`config.mk`:
```
export PLATFORM = sky130hd
export DESIGN_NAME = pmsr_bank
export DESIGN_NICKNAME = d
export VERILOG_FILES = /design/src/common/pmsr_pkg.sv /design/src/hw/pmsr_bank.sv
export VERILOG_INCLUDE_DIRS = /design/src /design/src/common
export SDC_FILE = /design/constraint.sdc
export NUM_CORES = 1
export LEC_CHECK = 0
export BUFFER_PORTS_ARGS = -buffer_cell sky130_fd_sc_hd__buf_2
export CAP_MARGIN = 20
export CORE_MARGIN = 10
export CORE_UTILIZATION = 60
export CTS_BUF_LIST = sky130_fd_sc_hd__clkbuf_8
export CTS_CLUSTER_DIAMETER = 150
export DETAILED_ROUTE_END_ITERATION = 8
export PLACE_DENSITY = 0.89
export SKIP_LAST_GASP = 1
export SLEW_MARGIN = 20
export SYNTH_ARGS = -nofsm -noshare
export SYNTH_HDL_FRONTEND = slang
export SYNTH_SLANG_ARGS = --single-unit
```
`constraint.sdc`:
```
create_clock -name ref_clk -period 13.9 [get_ports ref_clk]
set_input_delay 0.695 -clock ref_clk [delete_from_list [all_inputs] [get_ports ref_clk]]
set_output_delay 0.695 -clock ref_clk [all_outputs]
set_load 0.05 [all_outputs]
```
`src/common/pmsr_consts.svh`:
```
// Register offsets, field positions and reset values of the power manager status bank
`ifndef PMSR_CONSTS_SVH
`define PMSR_CONSTS_SVH

`define PMSR_OFS_PPC 10'h004
`define PMSR_OFS_IEN_SET 10'h0C0
`define PMSR_OFS_IEN_DIS 10'h0C4
`define PMSR_OFS_IEN_STATE 10'h0C8
`define PMSR_OFS_PENDING 10'h0CC
`define PMSR_OFS_CLEAR 10'h0D0
`define PMSR_OFS_FLAGS 10'h0D4
`define PMSR_OFS_UNLOCK 10'h058
`define PMSR_OFS_RSTLOG 10'h180

`define PMSR_BIT_AE 31
`define PMSR_BIT_CLOCK_SWITCH_DONE 5
`define PMSR_BIT_CFD 0
`define PMSR_IRQ_BITS 32'h80000021

`define PMSR_PPC_RESET 9'h1FA
`define PMSR_FLAGS_RESET 32'h00000020
`define PMSR_UNLOCK_KEY 8'hAA

`define PMSR_RC_POR 0
`define PMSR_RC_BOD 1
`define PMSR_RC_EXT 2
`define PMSR_RC_WDT 3
`define PMSR_RC_SLEEP 6
`define PMSR_RC_OCD 8
`define PMSR_RC_JTAG 9
`define PMSR_RC_SPD 12
`define PMSR_RC_WIDTH 13

`define PMSR_CLOCK_SWITCH_DONE_CYCLES 4'h4

`endif

```
`src/common/pmsr_pkg.sv`:
```
// Types shared by the power manager status bank
package pmsr_pkg;
    typedef struct packed {
        logic [9:0] addr;
        logic [31:0] wdata;
        logic wr;
        logic rd;
    } pmsr_bus_req_t;

    typedef struct packed {
        logic [5:0] req_clk_mask;
        logic ext_reset_test_mode;
        logic force_osc_output;
        logic reset_pin_pullup_off;
    } pmsr_ppc_t;

    typedef enum logic [0:0] {
        PMSR_LOCKED,
        PMSR_UNLOCKED
    } pmsr_lock_t;
endpackage : pmsr_pkg

```
`src/hw/pmsr_bank.sv`:
```
// Power manager status, interrupt, peripheral power control and reset cause registers
`timescale 1ns/1ps
`default_nettype none
`include "pmsr_consts.svh"

module pmsr_bank #(
    parameter int CLOCK_SWITCH_DONE_DELAY = 4
) (
    input wire logic ref_clk,
    input wire logic nrst,
    input wire logic [9:0] addr,
    input wire logic [31:0] wdata,
    input wire logic wr,
    input wire logic rd,
    output logic [31:0] rdata,
    input wire logic clock_fail_in,
    input wire logic [`PMSR_RC_WIDTH-1:0] reset_cause_in,
    output logic irq,
    output logic use_system_rc_oscillator,
    output logic reset_pin_pullup_off,
    output logic force_osc_output,
    output logic ext_reset_test_mode,
    output logic [5:0] request_clock_enable
);

    // ==========================================================
    // Reset release and input synchronisers
    logic [1:0] rst_sync;
    logic rst_n;
    logic cfd_s1, cfd_s2;
    logic [`PMSR_RC_WIDTH-1:0] rc_s1, rc_s2;

    // Release is synchronised so no register leaves reset on a partial edge
    always_ff @(posedge ref_clk or negedge nrst) begin
        if (!nrst) begin
            rst_sync <= 2'h0;
        end else begin
            rst_sync <= {rst_sync[0], 1'b1};
        end
    end
    assign rst_n = rst_sync[1];

    // Clock failure detector and reset cause arrive from other logic
    always_ff @(posedge ref_clk or negedge rst_n) begin
        if (!rst_n) begin
            cfd_s1 <= 1'b0;
            cfd_s2 <= 1'b0;
            rc_s1 <= '0;
            rc_s2 <= '0;
        end else begin
            cfd_s1 <= clock_fail_in;
            cfd_s2 <= cfd_s1;
            rc_s1 <= reset_cause_in;
            rc_s2 <= rc_s1;
        end
    end

    // ==========================================================
    // Bus decode
    pmsr_pkg::pmsr_bus_req_t req;
    assign req = '{addr: addr, wdata: wdata, wr: wr, rd: rd};

    logic wr_ppc, wr_set, wr_dis, wr_clr, wr_unlock, wr_clksel;
    assign wr_ppc = req.wr && (req.addr == `PMSR_OFS_PPC);
    assign wr_set = req.wr && (req.addr == `PMSR_OFS_IEN_SET);
    assign wr_dis = req.wr && (req.addr == `PMSR_OFS_IEN_DIS);
    assign wr_clr = req.wr && (req.addr == `PMSR_OFS_CLEAR);
    assign wr_unlock = req.wr && (req.addr == `PMSR_OFS_UNLOCK);
    // Clock select registers sit below the mask block; treated as offsets 0x000..0x00F other than the PPC offset 0x004
    assign wr_clksel = req.wr && (req.addr[9:4] == 6'h00) && (req.addr != `PMSR_OFS_PPC);

    // ==========================================================
    // Lock state: a locked-register write needs an unlock in the access just before it
    pmsr_pkg::pmsr_lock_t lock_st, next_lock_st;
    logic [9:0] unlock_addr, next_unlock_addr;
    logic access, lock_ok, lock_viol;

    assign access = req.wr || req.rd;
    // Peripheral power control is treated as the lock-protected register here
    assign lock_ok = (lock_st == pmsr_pkg::PMSR_UNLOCKED) && (unlock_addr == req.addr);
    assign lock_viol = wr_ppc && !lock_ok;

    // Any access consumes a pending unlock; a key write arms the next access
    always_comb begin
        next_lock_st = lock_st;
        next_unlock_addr = unlock_addr;
        if (access) begin
            next_lock_st = pmsr_pkg::PMSR_LOCKED;
        end
        if (wr_unlock && req.wdata[31:24] == `PMSR_UNLOCK_KEY) begin
            next_lock_st = pmsr_pkg::PMSR_UNLOCKED;
            next_unlock_addr = req.wdata[9:0];
        end
    end

    always_ff @(posedge ref_clk or negedge rst_n) begin
        if (!rst_n) begin
            lock_st <= pmsr_pkg::PMSR_LOCKED;
            unlock_addr <= 10'h000;
        end else begin
            lock_st <= next_lock_st;
            unlock_addr <= next_unlock_addr;
        end
    end

    // ==========================================================
    // Peripheral power control
    pmsr_pkg::pmsr_ppc_t ppc, next_ppc;

    always_comb begin
        next_ppc = ppc;
        if (wr_ppc && lock_ok) begin
            next_ppc = pmsr_pkg::pmsr_ppc_t'(req.wdata[8:0]);
        end
    end

    always_ff @(posedge ref_clk or negedge rst_n) begin
        if (!rst_n) begin
            ppc <= pmsr_pkg::pmsr_ppc_t'(`PMSR_PPC_RESET);
        end else begin
            ppc <= next_ppc;
        end
    end

    assign reset_pin_pullup_off = ppc.reset_pin_pullup_off;
    assign force_osc_output = ppc.force_osc_output;
    assign ext_reset_test_mode = ppc.ext_reset_test_mode;
    assign request_clock_enable = ppc.req_clk_mask;

    // ==========================================================
    // Status flags
    logic ae, next_ae, cfd, next_cfd, clock_switch_done, next_clock_switch_done;
    logic [3:0] ck_cnt, next_ck_cnt;
    logic [31:0] flags, flags_q;

    // Access error stays until reset; clock ready waits a fixed settle time
    always_comb begin
        next_ae = ae || lock_viol;
        next_cfd = cfd || cfd_s2;
        next_ck_cnt = ck_cnt;
        next_clock_switch_done = clock_switch_done;
        if (wr_clksel) begin
            next_ck_cnt = 4'(CLOCK_SWITCH_DONE_DELAY);
            next_clock_switch_done = 1'b0;
        end else if (ck_cnt != 4'h0) begin
            next_ck_cnt = ck_cnt - 4'h1;
            if (ck_cnt == 4'h1) begin
                next_clock_switch_done = 1'b1;
            end
        end
    end

    always_ff @(posedge ref_clk or negedge rst_n) begin
        if (!rst_n) begin
            ae <= 1'b0;
            cfd <= 1'b0;
            clock_switch_done <= 1'b1;
            ck_cnt <= 4'h0;
        end else begin
            ae <= next_ae;
            cfd <= next_cfd;
            clock_switch_done <= next_clock_switch_done;
            ck_cnt <= next_ck_cnt;
        end
    end

    // Main clock moves to the system RC oscillator once failure is seen
    assign use_system_rc_oscillator = cfd;

    always_comb begin
        flags = 32'h00000000;
        flags[`PMSR_BIT_AE] = ae;
        flags[`PMSR_BIT_CLOCK_SWITCH_DONE] = clock_switch_done;
        flags[`PMSR_BIT_CFD] = cfd;
    end

    // ==========================================================
    // Interrupt enable state and pending bits
    logic [31:0] ien, next_ien, pend, next_pend, rise;

    assign rise = flags & ~flags_q & `PMSR_IRQ_BITS;

    // Edge set wins over a simultaneous clear so no event is lost
    always_comb begin
        next_ien = ien;
        if (wr_set) begin
            next_ien = next_ien | (req.wdata & `PMSR_IRQ_BITS);
        end
        if (wr_dis) begin
            next_ien = next_ien & ~req.wdata;
        end
        next_pend = pend;
        if (wr_clr) begin
            next_pend = next_pend & ~req.wdata;
        end
        next_pend = next_pend | rise;
    end

    always_ff @(posedge ref_clk or negedge rst_n) begin
        if (!rst_n) begin
            ien <= 32'h00000000;
            pend <= 32'h00000000;
            flags_q <= `PMSR_FLAGS_RESET;
        end else begin
            ien <= next_ien;
            pend <= next_pend;
            flags_q <= flags;
        end
    end

    assign irq = |(pend & ien);

    // ==========================================================
    // Reset cause log: captured once after release, read-only afterwards
    logic [`PMSR_RC_WIDTH-1:0] rc_log, next_rc_log;
    logic [2:0] rc_wait, next_rc_wait;

    // Wait for the synchroniser to fill before the straps are captured
    always_comb begin
        next_rc_log = rc_log;
        next_rc_wait = rc_wait;
        if (rc_wait != 3'h3) begin
            next_rc_wait = rc_wait + 3'h1;
            if (rc_wait == 3'h2) begin
                next_rc_log = rc_s2;
            end
        end
    end

    always_ff @(posedge ref_clk or negedge rst_n) begin
        if (!rst_n) begin
            rc_log <= '0;
            rc_wait <= 3'h0;
        end else begin
            rc_log <= next_rc_log;
            rc_wait <= next_rc_wait;
        end
    end

    // ==========================================================
    // Read port: data one cycle after the strobe, zero elsewhere
    logic [31:0] next_rdata;

    always_comb begin
        next_rdata = 32'h00000000;
        if (req.rd) begin
            unique case (req.addr)
                `PMSR_OFS_PPC: next_rdata = {23'h0, ppc};
                `PMSR_OFS_IEN_STATE: next_rdata = ien;
                `PMSR_OFS_PENDING: next_rdata = pend;
                `PMSR_OFS_FLAGS: next_rdata = flags;
                `PMSR_OFS_RSTLOG: next_rdata = {19'h0, rc_log};
                default: next_rdata = 32'h00000000;
            endcase
        end
    end

    always_ff @(posedge ref_clk or negedge rst_n) begin
        if (!rst_n) begin
            rdata <= 32'h00000000;
        end else begin
            rdata <= next_rdata;
        end
    end
endmodule : pmsr_bank
`default_nettype wire

```
## Word-level counts from Yosys, hierarchy flattened

Index checks and enable logic that the tools add are counted.

| cells by class | value |
|---|---|
| $add $sub $neg | 2 |
| $mul | 0 |
| div/mod/pow operators | 0 |
| magnitude comparators | 0 |
| eq/ne operators | 15 |
| shift operators | 0 |
| mux-type cells | 12 |
| bitwise logic cells | 8 |
| reductions and logical operators | 23 |

Operators with widths:

| cell | number |
|---|---|
| $pmux 32 s5 | 1 |
| $and 32x32->32 | 4 |
| $mux 32 | 4 |
| $not 32->32 | 2 |
| $or 32x32->32 | 2 |
| $eq 10x8->1 const B | 6 |
| $reduce_or 32->1 | 1 |
| $logic_and 1x1->1 | 11 |
| $eq 10x10->1 | 1 |
| $eq 10x3->1 const B | 1 |
| $eq 10x7->1 const B | 1 |
| $eq 10x9->1 const B | 1 |
| $ne 10x3->1 const B | 1 |
| $eq 8x8->1 const B | 1 |
| $mux 4 | 2 |
| $logic_not 6->1 | 1 |
| $reduce_bool 2->1 | 3 |
| $mux 1 | 5 |
| $eq 4x1->1 const B | 1 |
| $reduce_and 2->1 | 2 |
| $reduce_bool 4->1 | 1 |
| $sub 4x1->4 const B | 1 |
| $add 3x1->3 const B | 1 |
| $eq 3x2->1 const B | 1 |
| other kinds (3) | 5 |

| storage, ports and cells | value |
|---|---|
| bits in registers | 172 |
| latch bits | 0 |
| RAM bits | 0 |
| bits in read-only memories | 0 |
| input port bits | 60 |
| output and inout port bits | 43 |
| logic and storage cells | 81 |
| memories | 0 |

## Logic depth before layout (Yosys ltp)

| depth | value |
|---|---|
| word-level depth | 5 |
| gate-level depth with buffers | 6 |
| gate-level depth less buffers | 6 |

## Least setup slack after synthesis

No wires, ideal clock.

| timing path | value |
|---|---|
| path type | input port to flip-flop |
| from | in addr[2] |
| to | reg ppc, in the netlist ext_reset_test_mode |
| library setup time | 0.125 ns |
| data arrival time | 2.867 ns |
| required time | 13.775 ns |
| slack | 10.908 ns |
| stages | 6 |
| path buffers | 2 |
| path through | buf_2 > or4b_2 > or4_4 > or4_4 > buf_6 > mux2_4 |

| on the way | value |
|---|---|
| cells in the longest elaborated chain, start to end | 3 |
| elaborated cells between the ends (all ways) | 5 |
| those cells by class | 2 x eq/ne; 3 x reduce/logical |

Ends and longest elaborated chain:

| item | RTL line | RTL |
|---|---|---|
| from (decl) | pmsr_bank.sv:11 | `input wire logic [9:0] addr,` |
| $eq 10x3->1 / $eq 10x10->1 (equally long branches) | - |  |
| $logic_and 1x1->1, on equally long branches | pmsr_bank.sv:64, pmsr_bank.sv:80 |  |
| $logic_and 1x1->1 (*) | pmsr_bank.sv:112 | `if (wr_ppc && lock_ok) begin` |
| to (signal assigned) | pmsr_bank.sv:119 | `` ppc <= pmsr_pkg::pmsr_ppc_t'(`PMSR_PPC_RESET); `` |
| to (signal assigned) | pmsr_bank.sv:121 | `ppc <= next_ppc;` |
| to (decl) | pmsr_bank.sv:108 | `pmsr_pkg::pmsr_ppc_t ppc, next_ppc;` |

Every way passes the cells marked *; elsewhere a longest branch is shown, timed or not.
A chain may end at the register's enable or synchronous reset.

## Final worst setup path

| timing path | value |
|---|---|
| from | in addr[2] |
| to | reg ppc, in the netlist reset_pin_pullup_off |

Same word-level chain as after synthesis.

==> results.tsv <==
stage	metric	value	unit
clocking	clock root cell	clkbuf_8	
worst_setup_path	most used cell, CP	or4_4	
layout	Post-Layout Cell Count	760	
clocking	Max Root-Sink Buffers	2	
place	gpl congestion	0.943	
synthesis	Synth Cell Area	0.00672	mm²
clocking	Num CTS Buffers	17	
clocking	clock latency on the worst-skew pair	0.47	ns
worst_setup_path	crit path launch type	input port	
place	Detail Placement HPWL	11900	µm
worst_setup_path	Worst Path Required	14.26	ns
die	Core ar.	0.0109	mm²
flow_run	Max Cap Viol	0	
synthesis	average cell area after synthesis	13.4	µm²
clocking	Resize count post-CTS	0	
worst_setup_path	worst setup path category	input port to flop	
layout	antenna cells	0	
grt	grt ovf	0	
drt	DRC Markers	0	
synthesis	Seq cells post-synth	172	
worst_setup_path	Max FO, Critical Path	43	
timing	period utilisation layout	22.2	%
layout	layout cell share with drive strength beyond 1	32.6	%
grt	pin count of the biggest net entering global routing	65	
place	Placed Area	0.00740	mm²
synthesis	synth unique cells	45	
run_status	status	finished, final reports clean	
timing	Slew HR	31.7	%
timing	Tightest Pin Transition	1.02	ns
place	placed cells	727	
die	top-level I/O count	103	
clocking	Clock H-tree levels	4	
power	total power	0.946	mW
power	VDD IR-drop max	104	µV
grt	number of global-route vias before repair	4833	
layout	Synth-to-Final Area Change	16.0	%
timing	Slew Viols, Final	0	
clocking	CTS tree	done	
worst_setup_path	CP bufs+invs	2	
layout	Layout Nets	673	
power	share of power burned in registers	56.6	%
clocking	clock transition at the registers of the reported paths	0.08	ns
drt	Final ANT Viol Nets	0	
drt	Initial DRC Count	431	
die	Die Y	126	µm
die	die width	126	µm
synthesis	syn_nets	566	
grt	initial antenna violation count	0	
synthesis	Yosys warnings	0	
power	Sw Share	24.1	%
drt	vias post-DR	4496	
grt	GRT Util Overall	21.2	%
worst_setup_path	Critical Path AT	3.44	ns
worst_setup_path	slowest stage delay, CP	0.71	ns
drt	Pre-antenna DRT Iters	8	
drt	DR WL/cell	21.9	µm
power	Gate power share	7.5	%
synthesis	Mapped Cells	500	
timing	Post-Route Skew	0.0163	ns
layout	final instance area	0.00779	mm²
power	cell leakage power	3.80	nW
place	IO Port Bufs	102	
power	switching pwr	0.228	mW
clocking	CTS Sinks	172	
timing	final-report hold violation count	0	
min_path	worst hold-check path type	input port to flop	
timing	min Tclk post-route	3.08	ns
timing	WHS	0.329	ns
timing	# setup viols final	0	
worst_setup_path	crit-path cells	buf_2 > buf_4 > or4b_2 > or4_4 > or4_4 > mux2_4	
power	P_int	0.718	mW
layout	Register Area	0.00432	mm²
drt	Vias/cell	5.92	
die	Placement Rows	38	
drt	Total Wirelength	16700	µm
die	Die ar.	0.0158	mm²
power	clock power share	35.9	%
timing	f_max	0.324	GHz
worst_setup_path	CP Capture Type	flop	
worst_setup_path	critical path's slowest cell	or4b_2	
worst_setup_path	CP delay by family, top	simple AND/OR/NAND/NOR gates	
timing	RSZ-0062 raised after global routing	no	
power	power density cells	121	mW/mm²
grt	global-route wire length before repair	26500	µm
die	initial core utilization	61.7	%
timing	final setup TNS	0	ns
layout	Fill cells	757	
layout	area of the multi-input gates	0.00229	mm²
synthesis	sequential share of the synthesized area	64.2	%
-- registers in the layout, indices dropped and copies added, names as in the netlist, 2 cells and up, named ones only --
register	flops
ien	29
rc_s2	13
rdata	32
pend	32
flags_q	3
rst_sync	2
unlock_addr	10
rc_s1	13
ck_cnt	4
rc_log	13
request_clock_enable	6
rc_wait	3
-- through the flow --
stage                     util (%)  setup slack, ns
after detailed placement      68.0            10.32
final                         71.6            10.82
after CTS                     71.6            10.83
after floorplan                  -             8.77
after global routing          71.6            10.77
after global placement        67.9            10.31
-- synth_stat cells (all sizes together) --
cell type / number / area [µm²]
clkbuf: 17 / 63.8
a211o: 1 / 8.76
or3b: 1 / 8.76
dfstp: 9 / 236
o211a: 1 / 10.0
ha: 6 / 75.1
a22o: 5 / 43.8
nor2b: 2 / 12.5
nand2: 20 / 75.1
a211oi: 1 / 7.51
a21o: 1 / 7.51
nand4: 6 / 37.5
and3: 2 / 12.5
buf: 5 / 30.0
a21boi: 58 / 435
o21bai: 1 / 7.51
or4: 4 / 37.5
mux2: 43 / 518
or2: 2 / 12.5
a21oi: 6 / 30.0
or4b: 2 / 20.0
a22oi: 34 / 255
nor4: 3 / 18.8
nor4bb: 1 / 10.0
xnor2: 12 / 105
nand3: 4 / 20.0
inv: 15 / 56.3
a222oi: 2 / 20.0
a32oi: 1 / 8.76
or3: 2 / 12.5
or4bb: 1 / 11.3
dfrtp: 163 / 4080
conb: 1 / 3.75
nor3b: 1 / 7.51
nor2: 26 / 97.6
o211ai: 1 / 7.51
a31oi: 1 / 6.26
nand4b: 1 / 8.76
mux2i: 22 / 220
o21ai: 5 / 25.0
nor3: 11 / 55.1
-- routing by layer --
| metal | vias up | GRT usage, % | wire length (µm) |
|---|---|---|---|
| li1 | 2001 | - | - |
| met1 | 2333 | 27.0 | 7080 |
| met2 | 145 | 33.6 | 8260 |
| met3 | 17 | 6.63 | 1090 |
| met4 | 0 | 7.23 | 223 |
| met5 | - | 0 | 0 |
-- power by group through the flow --
stage	registers, mW	logic (mW)	clock network (mW)
after floorplan	0.544	0.0385	0
after global placement	0.544	0.0652	0
after detailed placement	0.545	0.0695	0
after CTS	0.535	0.0709	0.343
after global routing	0.538	0.0784	0.363
final	0.536	0.0706	0.340
-- worst reg2reg max path, cell delays in order, from the launching register on --
cell,delay [ns]
dfrtp_4,0.84
buf_4,0.73
buf_4,0.77
-- final cells by class --
| class | count | share of cell area, % |
|---|---|---|
| sequential | 172 | 55.4 |
| multi-input combinational | 291 | 29.4 |
| timing repair buffer | 110 | 7.35 |
| clock buffer | 20 | 3.53 |
| tap | 140 | 2.25 |
| clock inverter | 12 | 1.38 |
| inverter | 15 | 0.722 |
-- worst paths after layout --
check	startpoint	endpoint	slack [ns]	depth (start not counted)
max	addr[2]	reset_pin_pullup_off	10.82	6
min	reset_cause_in[12]	rc_s1[12]	0.33	1
max reg2reg	rst_sync[1]	unlock_addr[1]	11.58	2
min reg2reg	rst_sync[1]	ck_cnt[2]	0.35	0
max in group asynchronous	rst_sync[1]	unlock_addr[1]	11.58	2
min in group asynchronous	rst_sync[1]	ck_cnt[2]	0.35	0
-- cells in the final DEF, fill, tap and decap left out, types with 6 or more instances in the layout --
cell type  count
nand2_1       19
clkbuf_8      20
ha_1           6
mux2_4         9
a21boi_0      58
inv_1         19
xnor2_1       12
a21oi_1        6
nand4_1        6
nor3_1        11
buf_4          7
mux2_2        34
dfrtp_1      162
nor2_1        26
buf_2        102
mux2i_1       22
a22oi_1       34
dfstp_2        9
-- logic make-up (layout without fill, tap and decap cells) --
| family | count (synthesis) | in the layout | share of synthesized area [%] |
|---|---|---|---|
| compound gates | 118 | 118 | 13.0 |
| xor+xnor | 12 | 12 | 1.56 |
| fa+ha+maj | 6 | 6 | 1.12 |
| buf+inv | 37 | 157 | 2.23 |
| flops | 172 | 172 | 64.2 |
| mux | 65 | 65 | 11.0 |
| other cells | 1 | 1 | 0.0558 |
| simple gates | 89 | 89 | 6.82 |
-- what timing repair did --
| action | in CTS | in global routing |
|---|---|---|
| hold buffers | 1 | 0 |
| hold endpoints to repair | 2 | 0 |
| endpoints found under the setup margin | 0 | 0 |
| buffers inserted | 0 | 0 |
(Power assumes the default switching activity.)
